===== src/inc/sia_pkg.sv =====
// Package: constants and types of the servo I/O signal allocation block
package sia_pkg;
    // Number of sequence input pins, output pin pairs, input functions and output functions
    localparam int NUM_IN_PINS   = 7;
    localparam int NUM_OUT_PAIRS = 3;
    localparam int NUM_IN_FUNCS  = 9;
    localparam int NUM_OUT_FUNCS = 9;
    // Input selector codes
    localparam logic [3:0] SEL_PIN_LAST   = 4'h6;
    localparam logic [3:0] SEL_ALWAYS_ON  = 4'h7;
    localparam logic [3:0] SEL_ALWAYS_OFF = 4'h8;
    localparam logic [3:0] SEL_INV_FIRST  = 4'h9;
    localparam logic [3:0] SEL_LATCH_LO   = 4'h4;
    localparam logic [3:0] SEL_LATCH_HI   = 4'h6;
    localparam logic [3:0] SEL_LATCH_ILO  = 4'hd;
    // Output selector code for unconnected
    localparam logic [3:0] SEL_OUT_NONE = 4'h0;
    // Input function indices
    localparam int IF_FWD_LIMIT = 0;
    localparam int IF_REV_LIMIT = 1;
    localparam int IF_FWD_CLAMP = 2;
    localparam int IF_REV_CLAMP = 3;
    localparam int IF_SLOWDOWN  = 4;
    localparam int IF_LATCH1    = 5;
    localparam int IF_LATCH2    = 6;
    localparam int IF_LATCH3    = 7;
    localparam int IF_DB_ANSWER = 8;
    // Output function indices
    localparam int OF_POS_DONE  = 0;
    localparam int OF_SPD_MATCH = 1;
    localparam int OF_ROTATING  = 2;
    localparam int OF_READY     = 3;
    localparam int OF_TRQ_LIM   = 4;
    localparam int OF_SPD_LIM   = 5;
    localparam int OF_BRAKE     = 6;
    localparam int OF_WARN      = 7;
    localparam int OF_NEAR      = 8;
    // Register byte addresses
    localparam logic [11:0] ADDR_IN_SEL_LO  = 12'h000;
    localparam logic [11:0] ADDR_IN_SEL_HI  = 12'h004;
    localparam logic [11:0] ADDR_OUT_SEL_LO = 12'h008;
    localparam logic [11:0] ADDR_OUT_SEL_HI = 12'h00c;
    localparam logic [11:0] ADDR_POLARITY   = 12'h010;
    localparam logic [11:0] ADDR_MODE       = 12'h014;
    localparam logic [11:0] ADDR_STATUS     = 12'h018;
    // Reset values of the selector and polarity registers
    localparam logic [31:0] RST_IN_SEL_LO  = 32'h6543_2010;
    localparam logic [31:0] RST_IN_SEL_HI  = 32'h0000_0008;
    localparam logic [31:0] RST_OUT_SEL_LO = 32'h0000_0000;
    localparam logic [31:0] RST_OUT_SEL_HI = 32'h0000_0000;
    localparam logic [2:0]  RST_POLARITY   = 3'h0;
    // Control modes
    typedef enum logic [1:0] {
        SIA_MODE_POS,
        SIA_MODE_SPEED,
        SIA_MODE_TORQUE
    } sia_mode_t;
endpackage


===== src/inc/sia_route_if.sv =====
// Interface: routing fields passed from the top to the routing core
`timescale 1ns/100ps
interface sia_route_if;
    import sia_pkg::*;
    logic [NUM_IN_FUNCS*4-1:0]  in_sel;   // Input selectors
    logic [NUM_OUT_FUNCS*4-1:0] out_sel;  // Output selectors
    logic [NUM_OUT_PAIRS-1:0]   pol_inv;  // Pair polarity inversion
    logic [NUM_IN_PINS-1:0]     pins;     // Synchronised pin levels
    logic [NUM_OUT_FUNCS-1:0]   ofunc;    // Masked output function states
    logic [NUM_IN_FUNCS-1:0]    ifunc;    // Routed input functions
    logic [NUM_OUT_PAIRS-1:0]   pairs;    // Driven pair levels
    modport top  (output in_sel, out_sel, pol_inv, pins, ofunc,
                  input ifunc, pairs);
    modport core (input in_sel, out_sel, pol_inv, pins, ofunc,
                  output ifunc, pairs);
endinterface


===== src/core/sia_route.sv =====
// Routing core: selector decode for inputs and output pin pairs
`timescale 1ns/100ps
module sia_route
    import sia_pkg::*;
(
    sia_route_if.core rt
);
    // Input function decode from selector digits
    always_comb
    begin
        logic [3:0] s;
        s = 4'h0;
        rt.ifunc = '0;
        for (int f = 0; f < NUM_IN_FUNCS; f++)
        begin
            s = rt.in_sel[f*4 +: 4];
            if (s <= SEL_PIN_LAST)
                rt.ifunc[f] = rt.pins[s[2:0]];
            else if (s >= SEL_INV_FIRST)
                rt.ifunc[f] = ~rt.pins[3'(s - SEL_INV_FIRST)];
            else if (s == SEL_ALWAYS_ON)
                rt.ifunc[f] = 1'b1;
            else
                rt.ifunc[f] = 1'b0;
        end
    end

    // Output pair build: OR of selected functions, then inversion
    always_comb
    begin
        logic [3:0] s;
        logic [NUM_OUT_PAIRS-1:0] acc;
        s = 4'h0;
        acc = '0;
        for (int f = 0; f < NUM_OUT_FUNCS; f++)
        begin
            s = rt.out_sel[f*4 +: 4];
            if (s != SEL_OUT_NONE && s <= 4'(NUM_OUT_PAIRS))
                acc[2'(s - 4'h1)] = acc[2'(s - 4'h1)] | rt.ofunc[f];
        end
        rt.pairs = acc ^ rt.pol_inv;
    end
endmodule


===== src/core/sia_top.sv =====
// Top: APB registers, pin synchronisers and registered pin outputs
//
// The APB interface to the registers and the placing of the registers were left to the implementer.
`timescale 1ns/100ps
module sia_top
(
    input  wire logic                              pclk,
    input  wire logic                              presetn,
    input  wire logic                              psel,
    input  wire logic                              penable,
    input  wire logic                              pwrite,
    input  wire logic [11:0]                       paddr,
    input  wire logic [31:0]                       pwdata,
    input  wire logic [3:0]                        pstrb,
    output logic      [31:0]                       prdata,
    output logic                                   pready,
    output logic                                   pslverr,
    input  wire logic [sia_pkg::NUM_IN_PINS-1:0]   in_pins,
    input  wire logic [sia_pkg::NUM_OUT_FUNCS-1:0] out_func,
    output logic      [sia_pkg::NUM_OUT_PAIRS-1:0] out_pairs,
    output logic      [sia_pkg::NUM_IN_FUNCS-1:0]  in_func
);
    import sia_pkg::*;

    sia_route_if rt ();                         // Routing bundle

    logic [31:0] in_lo_q,  in_lo_d;             // Input selectors 0-7
    logic [31:0] in_hi_q,  in_hi_d;             // Input selector 8
    logic [31:0] out_lo_q, out_lo_d;            // Output selectors 0-7
    logic [31:0] out_hi_q, out_hi_d;            // Output selector 8
    logic [2:0]  pol_q,    pol_d;               // Pair inversion
    sia_mode_t   mode_q,   mode_d;              // Active control mode
    logic [31:0] rdata_q,  rdata_d;             // Read data
    logic        rdy_q,    rdy_d;               // Access answer
    logic        err_q,    err_d;               // Error answer
    logic [NUM_IN_PINS-1:0]   sync1_q, sync2_q; // Pin synchroniser
    logic [NUM_OUT_PAIRS-1:0] pairs_q;          // Registered pair levels
    logic [NUM_IN_FUNCS-1:0]  ifunc_q;          // Registered inputs
    logic [NUM_OUT_FUNCS-1:0] omask;            // Mode-evaluated outputs
    logic [NUM_IN_FUNCS*4-1:0] in_sel_w;        // Flattened selectors
    logic        access, wr, bad;               // Bus decode
    logic [31:0] wmask;                         // Byte lane mask

    // Latch selectors: reject codes outside 4-8 and D-F
    function automatic logic latch_ok(input logic [3:0] s);
        return (s >= SEL_LATCH_LO && s <= SEL_LATCH_HI) ||
               s >= SEL_LATCH_ILO || s == SEL_ALWAYS_ON ||
               s == SEL_ALWAYS_OFF;
    endfunction

    // Pin synchroniser, two stages
    always_ff @(posedge pclk or negedge presetn)
    begin
        if (!presetn)
        begin
            sync1_q <= '0;
            sync2_q <= '0;
        end
        else
        begin
            sync1_q <= in_pins;
            sync2_q <= sync1_q;
        end
    end

    // APB decode and register next values
    always_comb
    begin
        access   = psel && penable;
        wr       = access && pwrite;
        wmask    = {{8{pstrb[3]}}, {8{pstrb[2]}},
                    {8{pstrb[1]}}, {8{pstrb[0]}}};
        in_lo_d  = in_lo_q;
        in_hi_d  = in_hi_q;
        out_lo_d = out_lo_q;
        out_hi_d = out_hi_q;
        pol_d    = pol_q;
        mode_d   = mode_q;
        rdata_d  = rdata_q;
        bad      = 1'b0;
        case (paddr)
            ADDR_IN_SEL_LO:  rdata_d = in_lo_q;
            ADDR_IN_SEL_HI:  rdata_d = in_hi_q;
            ADDR_OUT_SEL_LO: rdata_d = out_lo_q;
            ADDR_OUT_SEL_HI: rdata_d = out_hi_q;
            ADDR_POLARITY:   rdata_d = {29'h0, pol_q};
            ADDR_MODE:       rdata_d = {30'h0, mode_q};
            ADDR_STATUS:     rdata_d = {13'h0, pairs_q, 7'h0, ifunc_q};
            default:         bad = 1'b1;
        endcase
        if (wr && !bad)
        begin
            case (paddr)
                ADDR_IN_SEL_LO:
                begin
                    in_lo_d = (in_lo_q & ~wmask) | (pwdata & wmask);
                    for (int f = IF_LATCH1; f <= 7; f++)
                        if (!latch_ok(in_lo_d[f*4 +: 4]))
                            in_lo_d[f*4 +: 4] = in_lo_q[f*4 +: 4];
                end
                ADDR_IN_SEL_HI:
                    in_hi_d = ((in_hi_q & ~wmask) | (pwdata & wmask))
                              & 32'h0000_000f;
                ADDR_OUT_SEL_LO:
                    out_lo_d = (out_lo_q & ~wmask) | (pwdata & wmask);
                ADDR_OUT_SEL_HI:
                    out_hi_d = ((out_hi_q & ~wmask) | (pwdata & wmask))
                               & 32'h0000_000f;
                ADDR_POLARITY:
                    if (pstrb[0]) pol_d = pwdata[2:0];
                ADDR_MODE:
                    if (pstrb[0] && pwdata[1:0] != 2'h3)
                        mode_d = sia_mode_t'(pwdata[1:0]);
                default:
                    bad = 1'b1;
            endcase
        end
        rdy_d = access && !rdy_q;
        err_d = access && !rdy_q && bad;
        if (!(access && !rdy_q))
            rdata_d = '0;
        else if (pwrite)
            rdata_d = '0;
        // Writes commit only at the edge where pready is seen high
        if (!(access && rdy_q))
        begin
            in_lo_d  = in_lo_q;
            in_hi_d  = in_hi_q;
            out_lo_d = out_lo_q;
            out_hi_d = out_hi_q;
            pol_d    = pol_q;
            mode_d   = mode_q;
        end
    end

    // Register state
    always_ff @(posedge pclk or negedge presetn)
    begin
        if (!presetn)
        begin
            in_lo_q  <= RST_IN_SEL_LO;
            in_hi_q  <= RST_IN_SEL_HI;
            out_lo_q <= RST_OUT_SEL_LO;
            out_hi_q <= RST_OUT_SEL_HI;
            pol_q    <= RST_POLARITY;
            mode_q   <= SIA_MODE_POS;
            rdata_q  <= '0;
            rdy_q    <= 1'b0;
            err_q    <= 1'b0;
        end
        else
        begin
            in_lo_q  <= in_lo_d;
            in_hi_q  <= in_hi_d;
            out_lo_q <= out_lo_d;
            out_hi_q <= out_hi_d;
            pol_q    <= pol_d;
            mode_q   <= mode_d;
            rdata_q  <= rdata_d;
            rdy_q    <= rdy_d;
            err_q    <= err_d;
        end
    end

    // Mode mask of evaluated output functions
    always_comb
    begin
        omask = '1;
        case (mode_q)
            SIA_MODE_POS:
                omask[OF_SPD_MATCH] = 1'b0;
            SIA_MODE_SPEED:
            begin
                omask[OF_POS_DONE] = 1'b0;
                omask[OF_NEAR]     = 1'b0;
            end
            SIA_MODE_TORQUE:
            begin
                omask[OF_POS_DONE]  = 1'b0;
                omask[OF_NEAR]      = 1'b0;
                omask[OF_SPD_MATCH] = 1'b0;
            end
            default:
                omask = '1;
        endcase
    end

    assign in_sel_w   = {in_hi_q[3:0], in_lo_q};
    assign rt.in_sel  = in_sel_w;
    assign rt.out_sel = {out_hi_q[3:0], out_lo_q};
    assign rt.pol_inv = pol_q;
    assign rt.pins    = sync2_q;
    assign rt.ofunc   = out_func & omask;

    sia_route u_route (
        .rt (rt)
    );

    // Registered routed outputs
    always_ff @(posedge pclk or negedge presetn)
    begin
        if (!presetn)
        begin
            pairs_q <= '0;
            ifunc_q <= '0;
        end
        else
        begin
            pairs_q <= rt.pairs;
            ifunc_q <= rt.ifunc;
        end
    end

    assign prdata    = rdata_q;
    assign pready    = rdy_q;
    assign pslverr   = err_q;
    assign out_pairs = pairs_q;
    assign in_func   = ifunc_q;

    // Inactive functions never reach the pairs
    property p_mode_gate;
        @(posedge pclk) disable iff (!presetn)
        (mode_q == SIA_MODE_SPEED && out_lo_q[31:4] == 28'h0
         && out_hi_q[3:0] == 4'h0)
        |=> (pairs_q == $past(pol_q));
    endproperty
    a_mode_gate: assert property (p_mode_gate)
        else $error("Masked output reached a pair");

    // Fixed-on code yields high one cycle later
    property p_always_on;
        @(posedge pclk) disable iff (!presetn)
        (in_lo_q[11:8] == SEL_ALWAYS_ON) |=> ifunc_q[IF_FWD_CLAMP];
    endproperty
    a_always_on: assert property (p_always_on)
        else $error("Always-on input not asserted");

    // Fixed-off code yields low
    property p_always_off;
        @(posedge pclk) disable iff (!presetn)
        (in_lo_q[11:8] == SEL_ALWAYS_OFF) |=> !ifunc_q[IF_FWD_CLAMP];
    endproperty
    a_always_off: assert property (p_always_off)
        else $error("Always-off input asserted");

    // Direct code follows the synchronised pin
    property p_direct;
        @(posedge pclk) disable iff (!presetn)
        (in_lo_q[7:4] <= SEL_PIN_LAST)
        |=> ifunc_q[IF_REV_LIMIT] == $past(sync2_q[in_lo_q[6:4]]);
    endproperty
    a_direct: assert property (p_direct)
        else $error("Direct input code misrouted");

    // Latch fields stay legal
    property p_latch_legal;
        @(posedge pclk) disable iff (!presetn)
        1'b1 |-> latch_ok(in_lo_q[23:20]) && latch_ok(in_lo_q[27:24])
                 && latch_ok(in_lo_q[31:28]);
    endproperty
    a_latch_legal: assert property (p_latch_legal)
        else $error("Latch selector holds a forbidden pin");

    // Two functions on one pin agree
    property p_shared_pin;
        @(posedge pclk) disable iff (!presetn)
        (in_lo_q[3:0] == in_lo_q[11:8]) |=>
        ifunc_q[IF_FWD_LIMIT] == ifunc_q[IF_FWD_CLAMP];
    endproperty
    a_shared_pin: assert property (p_shared_pin)
        else $error("Shared pin gave different levels");

    // Ready and brake alone on pair 1: pair is their OR, then inversion
    property p_brake_pair;
        @(posedge pclk) disable iff (!presetn)
        (out_lo_q == 32'h0100_1000 && out_hi_q[3:0] == 4'h0)
        |=> pairs_q[0] == (($past(out_func[OF_BRAKE])
                            | $past(out_func[OF_READY]))
                           ^ $past(pol_q[0]));
    endproperty
    a_brake_pair: assert property (p_brake_pair)
        else $error("Pair driven without a source");

    // APB answers one cycle after access begins
    property p_apb_ready;
        @(posedge pclk) disable iff (!presetn)
        (psel && penable && !pready) |=> pready ##1 !pready;
    endproperty
    a_apb_ready: assert property (p_apb_ready)
        else $error("APB answer timing wrong");
endmodule


===== config.mk =====
export PLATFORM = sky130hd
export DESIGN_NAME = sia_top
export DESIGN_NICKNAME = d
export VERILOG_FILES = /design/src/inc/sia_pkg.sv /design/src/inc/sia_route_if.sv /design/src/core/sia_route.sv /design/src/core/sia_top.sv
export SDC_FILE = /design/constraint.sdc
export NUM_CORES = 1
export LEC_CHECK = 0
export ABC_AREA = 1
export BUFFER_PORTS_ARGS = -buffer_cell sky130_fd_sc_hd__buf_2
export CAP_MARGIN = 20
export CORE_ASPECT_RATIO = 1.1
export CORE_MARGIN = 2
export CORE_UTILIZATION = 40
export CTS_BUF_LIST = sky130_fd_sc_hd__clkbuf_8
export DETAILED_ROUTE_END_ITERATION = 8
export PLACE_DENSITY = 0.65
export SLEW_MARGIN = 20
export SYNTH_ARGS = -nofsm -noshare
export SYNTH_HDL_FRONTEND = slang
export SYNTH_SLANG_ARGS = --single-unit

===== constraint.sdc =====
create_clock -name pclk -period 3.25 [get_ports pclk]
set_input_delay 0.4875 -clock pclk [delete_from_list [all_inputs] [get_ports pclk]]
set_output_delay 0.4875 -clock pclk [all_outputs]
set_load 0.05 [all_outputs]

==> Word level (Yosys, flattened, before mapping) <==
Cells that the tools add are included.
{ "totals": {"wordCells": 348, "out_inout_bits": 46, "inputBits": 69, "regBits": 137} }
{ "classes": {"bitwise_logic": 31, "add_sub_neg": 18, "order_cmp": 72, "eq_ne": 25, "n_mux": 124, "n_reduce_logical": 62} }
{ "op_table": {"columns": ["op", "count"], "rows": [
  ["$pmux 32 s7", 1],
  ["$and 32x32->32", 3],
  ["$lt 3x4->1 const B", 18],
  ["$mux 1", 68],
  ["$mux 32", 2],
  ["$or 32x32->32", 2],
  ["$bmux 1 s3", 18],
  ["$eq 4x3->1 const B", 12],
  ["$ge 4x4->1 const B", 12],
  ["$le 4x3->1 const B", 12],
  ["$eq 12x5->1 const B", 3],
  ["$le 4x2->1 const B", 9],
  ["$reduce_bool 4->1", 9],
  ["$not 32->32", 1],
  ["$logic_and 1x1->1", 28],
  ["$lt 2x3->1 const B", 9],
  ["$mux 3", 9],
  ["$sub 3x1->3 const B", 9],
  ["$bwmux 3", 8],
  ["$eq 12x4->1 const B", 2],
  ["$reduce_and 4->1", 5],
  ["$bmux 1 s2", 9],
  ["$demux 1 s2", 9],
  ["$ge 2x1->1 const B", 9],
  ["other kinds (23)", 65]
]} }

==> Longest topological paths before layout <==
Gate-level depths: netlist of the first run.
{ "logic_depth": {"ltp_word": 48, "depth_mapped": 41, "depth_no_buf": 41} }

==> By module <==
From an unflattened synthesis of the first run, not the netlist that was laid out.
{ "hier_totals": {"hier_cells": 1418, "area_unflattened_um2": 10119.7} }
{ "by_module_without_submodules": {"columns": ["module", "seq_area_each_um2", "area_each_um2", "instances", "cells_each"], "rows": [
  ["sia_top", 3440.8, 6613.8, 1, 814],
  ["sia_route", 0.0, 3505.9, 1, 604]
]} }

==> Worst setup path after synthesis of the first run <==
No wires, ideal clock.
{ "synth_timing": {"kind": "flip-flop to flip-flop", "from": "reg with a tool-made name", "to": "reg pairs_q[2] (netlist: out_pairs[2])", "setup_time_ps": 116, "path_stages_with_launch": 39, "arrival_ps": 3274, "setup_slack_ps": -141, "period_less_slack_ps": 3391, "path_buffers": 1, "required_time_ps": 3134, "path_cell_list": "dfrtp_1 > inv_1 > ha_1 > or3_1 > buf_2 > nor2_1 > nand3_1 > nand3_1 > nand2_1 > nand2_2 > nand3_2 > nand3_2 > nand2_1 > inv_2 > nand3_2 > nand3_2 > nand2_2 > nand2_4 > (+3 left out) > nand2_4 > nand3_2 > nand3_2 > nand2_2 > nand2_4 > nand3b_2 > nand3_2 > nand2_2 > inv_2 > nand3b_1 > nand3_1 > nand2_1 > inv_1 > nand2_2 > nand2_1 > nand2_1 > nand2_1 > nand2_1"} }
{ "synth_rtl": {"columns": ["item", "line_no", "rtl"], "rows": [
  ["end signal, assigned", "sia_top.sv:209", "pairs_q <= rt.pairs;"],
  ["end, declared", "sia_top.sv:37", "logic [NUM_OUT_PAIRS-1:0] pairs_q;"]
]} }

==> Final worst setup path of the first run <==
{ "layout_timing": {"from": "reg mode_q[1]", "to": "reg pairs_q[2] (netlist: out_pairs[2])"} }
{ "layout_via": {"elab_chain_len": 48, "elab_cells_between_ends": 52, "classes_between": "2 x eq/ne; 35 x mux; 12 x bitwise; 3 x reduce/logical"} }
{ "layout_rtl": {"columns": ["item", "line_no", "rtl"], "rows": [
  ["start, declared", "sia_top.sv:32", "sia_mode_t mode_q, mode_d;"],
  ["start signal, assigned", "sia_top.sv:158", "mode_q <= mode_d;"],
  ["$eq 2x2->1 or $eq 2x1->1 (tied branches)", "sia_top.sv:169", "case (mode_q)"],
  ["$reduce_or 2->1 (no line)", null, null],
  ["$mux 1", "sia_top.sv:169", null],
  ["$and 9x9->9 *", "sia_top.sv:193", "assign rt.ofunc = out_func & omask;"],
  ["$or 1x1->1", "sia_route.sv:39", "acc[2'(s - 4'h1)] = acc[2'(s - 4'h1)] | rt.ofunc[f];"],
  ["$and 3x3->3 (no line)", null, null],
  ["$mux 3", "sia_route.sv:38", "if (s != SEL_OUT_NONE && s <= 4'(NUM_OUT_PAIRS))"],
  ["$bmux 1 s2", "sia_route.sv:39", null],
  ["(+33 left out)", null, null],
  ["$mux 3", "sia_route.sv:38", null],
  ["$bmux 1 s2", "sia_route.sv:39", null],
  ["$mux 1 (implied by the code)", "sia_route.sv:39", null],
  ["$or 1x1->1", "sia_route.sv:39", null],
  ["$bwmux 3", "sia_route.sv:39", null],
  ["$mux 3 *", "sia_route.sv:38", null],
  ["$xor 3x3->3 *", "sia_route.sv:41", "rt.pairs = acc ^ rt.pol_inv;"],
  ["named net rt.pairs[2]", "sia_route_if.sv:11", "logic [NUM_OUT_PAIRS-1:0] pairs;"]
]} }
The timed path passes the listed nets; every way through them passes the cells marked *. The select of a mux whose other input is x is not followed.
A chain may end at the register's enable or synchronous reset.

==> results_dict.tcl, run 1 <==
set metrics [dict create \
    ant_nets 0 \
    max_freq_mhz 275 \
    rows 57 \
    synth_fp_nets 1351 \
    synth_area_sq_um 9130 \
    hold_violations 0 \
    n_antenna_cell 0 \
    htreeDepth 4 \
    reg2reg_depth 39 \
    clk-insertion-delay-late_ns 0.48 \
    start_util_pct 41.0 \
    finalCriticalPeriod_ns 3.64 \
    die-width_um 148 \
    drt_pre_antenna_iters 5 \
    antenna_found_initial 0 \
    hp-class "input pin to asynchronous set/reset pin" \
    grt.overflow.total 0 \
    rr_endpoint "out_pairs[2]" \
    dieArea_sq_um 24000 \
    violations "negative setup slack" \
    crit-reg2reg-launch "mode_q[1]" \
    core_area_sq_um 22300 \
    vias_per_cell 5.42 \
    numCtsBuffers 17 \
    endpoint_kind "flop" \
    drive_gt1_share_pct 21.7 \
    yosys.area.top_type "dfrtp_1" \
    clk_path_buf_depth 2 \
    ys_ff_latch 137 \
    final_util_pct 49.0 \
    grt_max_degree 78 \
    yosysUniqueCellTypes 46 \
    rsz0062_at_grt "true" \
    pre_cts_ws_ns -0.350 \
    setup_viol 3 \
    cp_slowest_cell "dfrtp_1" \
    worst_path_most_repeated_cell "nand3_2" \
    port_buffers 114 \
    track_usage_pct 23.8 \
    cts.sinks 137 \
    synth_edf_count 0 \
    path_class "flop to flop" \
    drv_slew 0 \
    cts_hold_buffers 0 \
    worstSetupStartpointType "flop" \
    cpPeakStageDelay_ns 0.36 \
    synth_warnings 0 \
    critPathArrivalTime_ns 4.02 \
    cts_tree "built" \
    async_reset_ff_share_pct 100 \
    tightest_slew_ns 0.755 \
    powerDensity_nw_per_um2 341 \
    outcome "finished, violations left" \
    crit_path_max_fanout 3 \
    ir_drop_mv 0.255 \
    post_drt_wl_per_cell_um 17.0 \
    synth_ff_type "dfrtp_1" \
    boundaryPins 115 \
    leakage_nw 5.28 \
    root_buffer "clkbuf_8" \
    period_share_pct 112 \
    dieHeight_um 162 \
    syn_to_final_growth_pct 19.3 \
    slew-limit-headroom_pct 49.6 \
    reg2reg_slack_ns -0.39 \
    yosysSeqAreaShare_pct 37.7 \
    setup_slack_ns -0.391 \
    gp_congestion 0.942 \
    drt_iter0_drc 770 \
    clk_pin_slew_ns 0.08 \
    fin_skew_ns 0.00917 \
    netlist_instances 1220 \
    nets 1483 \
    grt_pass1_vias 8488 \
    dp_hpwl_um 20900 \
    wirelength_um 28200 \
    drcViolationCount 0 \
    netlist_top_cells_area "dfrtp_1 35%, o21ai_0 11%, nand2_1 9.3%, ha_1 8.5%, inv_1 6.3%" \
    syn_area_per_cell_sq_um 7.48 \
    maxCapViolCount 0 \
    grt_pass1_wl_um 44900 \
    netlist.area_leader.share_pct 34.8 \
    crit_required_ns 3.63 \
    dr_total_vias 9000 \
]
[what timing repair did]
item / in CTS / in global routing
setup buffers: 1 / 5
gates cloned: 0 / 0
pin swaps: 10 / 14
resized for setup: 14 / 22
setup endpoints to repair: 3 / 3
[cells in the final DEF (no fill, tap or decap), types with 3 or more instances in the layout]
cell,instances
inv_2,10
xnor2_1,9
o21a_1,3
nor2_2,9
o21ai_0,197
nand2_1,216
dfrtp_1,127
nand3b_1,5
nand2_2,19
nand2_4,6
ha_1,61
o22ai_1,5
nor3_1,11
clkinv_1,8
buf_2,113
nand3_1,71
o311ai_0,6
buf_4,51
clkbuf_8,18
nand4_1,6
nand3_2,34
o211ai_1,15
a21oi_1,77
nand3_4,4
nor2_1,62
bufinv_16,6
o2111ai_1,4
inv_1,151
dfstp_2,10
o31ai_1,8
a221oi_1,3
a32o_1,4
[metrics by stage]
step	hold WS [ns]	power, mW	setup TNS [ns]	area (sq um)	std cells
after floorplan	0.192	1.88	-0.356	9130	1220
after global placement	0.332	2.02	-0.652	10200	1622
after detailed placement	0.336	2.02	-1.04	10200	1622
after CTS	0.0882	3.72	-0.907	10800	1654
after global routing	0.0886	3.83	-2.17	10900	1659
final	0.0489	3.71	-1.17	10900	1659
[synthesized netlist by cell type (8+ instances only)]
cell        n
nand2_1   225
o21ai_0   197
inv_1     153
dfrtp_1   127
nand3_1    80
a21oi_1    77
nor2_1     71
ha_1       62
clkbuf_1   50
nand3_2    29
o211ai_1   15
nand2_2    12
nor3_1     12
dfstp_2    10
inv_2       9
xnor2_1     9
clkinv_1    8
o31ai_1     8
[final cells by class]
class                      instances  area [sq um]
clock inverter                    13           226
fill                            2191         11400
timing repair buffer             165           960
inverter                         170           643
clock buffer                      18           248
sequential                       137          3440
multi-input combinational        861          5010
tap                              295           369
[worst max path at each step]
stage	startpoint	to	slack (ns)
after global placement	mode_q[0]	out_pairs[1]	-0.22
after detailed placement	mode_q[0]	out_pairs[1]	-0.35
after global routing	mode_q[0]	out_pairs[2]	-0.73
after floorplan	flop	out_pairs[2]	-0.12
after CTS	mode_q[1]	out_pairs[1]	-0.31
final	mode_q[1]	out_pairs[2]	-0.39
[cells by family after synthesis]
family	share of synthesized area [%]
XOR/XNOR	0.864
AND/OR/NAND/NOR	23.1
AO/OA/AOI/OAI	20.7
buffers and inverters	9.14
adder cells (fa/ha/maj)	8.50
flip-flops	37.7
[layer usage]
layer	vias to the layer above	GRT usage [%]	routed length, um
met5	-	0	0
met4	0	8.18	705
met1	4282	32.1	12300
li1	4332	-	-
met2	339	38.2	13300
met3	47	4.90	1970
[power breakdown]
part,internal (mW),leakage (nW),switching [mW]
sequential,1.72,1.82,0.0258
clock,1.00,0.236,0.720
combinational,0.0707,3.22,0.171
[worst max-delay path, delay by kind of cell, from the launching register on]
kind                     cells  cell delay [ns]
adder cells (fa/ha/maj)      1             0.27
flip-flops                   1             0.36
AND/OR/NAND/NOR             32             2.31
AO/OA/AOI/OAI                1             0.24
buffers and inverters        5             0.37
No activity file was read; power rests on OpenSTA's default activity.
==> run 2: changes to the inputs <==
--- a/config.mk
+++ b/config.mk
@@ -6,6 +6,7 @@
 export NUM_CORES = 1
 export LEC_CHECK = 0
 export ABC_AREA = 1
+export ABC_CLOCK_PERIOD_IN_PS = 3250
 export BUFFER_PORTS_ARGS = -buffer_cell sky130_fd_sc_hd__buf_2
 export CAP_MARGIN = 20
 export CORE_ASPECT_RATIO = 1.1
@@ -18,3 +19,4 @@
 export SYNTH_ARGS = -nofsm -noshare
 export SYNTH_HDL_FRONTEND = slang
 export SYNTH_SLANG_ARGS = --single-unit
+export TNS_END_PERCENT = 10
==> constraint.sdc (replaced) <==
create_clock -name pclk -period 3.25 [get_ports pclk]
set_input_delay 0.4875 -clock pclk [delete_from_list [all_inputs] [get_ports pclk]]
set_output_delay 0.4875 -clock pclk [all_outputs]
set_load 0.02 [all_outputs]
==> run 2 against run 1 <==
  * The run still ends with negative setup slack left
  * Die area unchanged
  * Final cell count decreased by 0.36%
  * Sequential share of layout area increased by 0.14 points
  * Via count decreased by 0.52%
  * Clock power decreased by 9.9%
  * Core utilization decreased by 0.22 points
  * Largest cell class unchanged
  * Worst hold slack got worse by 0.033 ns
  * Worst setup slack got worse by 0.053 ns
  * Fmax decreased by 1.4%
  * Combinational power decreased by 6%
  * Sequential power about the same
==> results_dict.tcl, run 2 (synthesis gave the netlist of run 1 again) <==
set metrics [dict create \
    dp_hpwl_um 20900 \
    drt_pre_antenna_iters 5 \
    setup_slack_ns -0.443 \
    violations "negative setup slack" \
    n_fill_cell 2183 \
    design_area_sq_um 10800 \
    post_drt_wl_per_cell_um 17.3 \
    htreeDepth 4 \
    gp_congestion 0.953 \
    grt_pass1_vias 8436 \
    slew-limit-headroom_pct 51.1 \
    dpl_cell_area_sq_um 10200 \
    setup_viol 3 \
    maxCapViolCount 0 \
    period_share_pct 114 \
    grt_max_degree 74 \
    finalCriticalPeriod_ns 3.69 \
    hp-class "input pin to asynchronous set/reset pin" \
    cpPeakStageDelay_ns 0.34 \
    critPathArrivalTime_ns 4.06 \
    grt_pass1_wl_um 44800 \
    numCtsBuffers 17 \
    cts_tree "built" \
    antenna_found_initial 0 \
    root_buffer "clkbuf_8" \
    core_area_sq_um 22300 \
    worstSetupStartpointType "flop" \
    cp_top_family "simple AND/OR/NAND/NOR gates" \
    nets 1476 \
    clk_path_buf_depth 2 \
    grt.overflow.total 0 \
    path_buf_inv 5 \
    rows 57 \
    syn_to_final_growth_pct 18.8 \
    final_cell_mix "214 x nand2_1, 197 x o21ai_0, 152 x inv_1, 127 x dfrtp_1, 113 x buf_2" \
    drcViolationCount 0 \
    cp_slowest_cell "dfrtp_1" \
    crit_path_max_fanout 3 \
    endpoint_kind "flop" \
    fin_skew_ns 0.0145 \
    crit_required_ns 3.62 \
    final_common_cell "nand2_1" \
    cts.sinks 137 \
    rsz0062_at_grt "true" \
    max_freq_mhz 271 \
    n_antenna_cell 0 \
    clk_pin_slew_ns 0.08 \
    track_usage_pct 23.7 \
    dieHeight_um 162 \
    hold_violations 0 \
    drt_iter0_drc 907 \
    total_power_mw 3.53 \
    ir_drop_mv 0.255 \
    dr_total_vias 8953 \
    leakage_nw 5.23 \
    port_buffers 114 \
    powerDensity_nw_per_um2 325 \
    start_util_pct 41.0 \
    worst_path_most_repeated_cell "nand3_2" \
    boundaryPins 115 \
    path_class "flop to flop" \
    dieArea_sq_um 24000 \
    drive_gt1_share_pct 21.5 \
    crit_cells 39 \
    reg2reg_depth 39 \
    whs_ns 0.0157 \
    tightest_slew_ns 0.734 \
    wirelength_um 28500 \
    outcome "finished, violations left" \
    fin_tns_setup_ns -1.30 \
    clk-insertion-delay-late_ns 0.47 \
    ant_nets 0 \
    drv_slew 0 \
    cts_hold_buffers 0 \
    die-width_um 148 \
    vias_per_cell 5.42 \
]
## run 2: changes by cell type in the layout (fill, tap and decap cells not counted), moves of 2 or more
cell,before,now
clkbuf_8,18,21
nand3_4,4,8
nand3_2,34,31
nand2_1,216,214
bufinv_16,6,3
nand2_2,19,22
buf_4,51,44
## run 2: power by group
part | internal, mW | switching (mW)
logic | 0.0702 | 0.157
clock network | 0.839 | 0.716
registers | 1.72 | 0.0261
## run 2: through the flow
| stage | util (%) | setup WS (ns) | instances |
|---|---|---|---|
| 6_report | 48.7 | -0.443 | 1653 |
| 3_5_place_dp | 45.9 | -0.325 | 1619 |
| 4_1_cts | 47.9 | -0.299 | 1652 |
| 2_1_floorplan | - | -0.119 | 1220 |
| 3_3_place_gp | 45.9 | -0.213 | 1619 |
| 5_1_grt | 48.7 | -0.791 | 1653 |
## run 2: layer usage
metal	up-vias	track usage, %	routed length, um
li1	4304	-	-
met1	4278	32.8	12700
met2	329	38.6	13400
met3	42	3.05	1880
met4	0	7.97	587
met5	-	0	0
## run 2: final cells by class
cell class | instances | area (sq um) | share of cell area [%]
clock buffer | 21 | 289 | 2.67
clock inverter | 11 | 144 | 1.33
inverter | 170 | 643 | 5.93
multi-input combinational | 861 | 5050 | 46.6
sequential | 137 | 3440 | 31.7
tap | 295 | 369 | 3.40
timing repair buffer | 158 | 907 | 8.37
## run 2: path summary, 6_finish.rpt
kind                            start                          to  slack (ns)
max                         mode_q[0]                out_pairs[1]       -0.44
min                           presetn                  in_func[3]        0.02
max reg2reg                 mode_q[0]                out_pairs[1]       -0.44
min reg2reg                sync1_q[6]                  rt.pins[6]        0.35
max in group asynchronous     presetn  asynchronous set/reset pin        2.43
min in group pclk          in_pins[6]                  sync1_q[6]        0.12
## run 2: repair_timing
item,4_1_cts,5_1_grt
setup endpoints to repair,3,3
buffers inserted,1,1
resized for setup,3,38
pin swaps,2,26
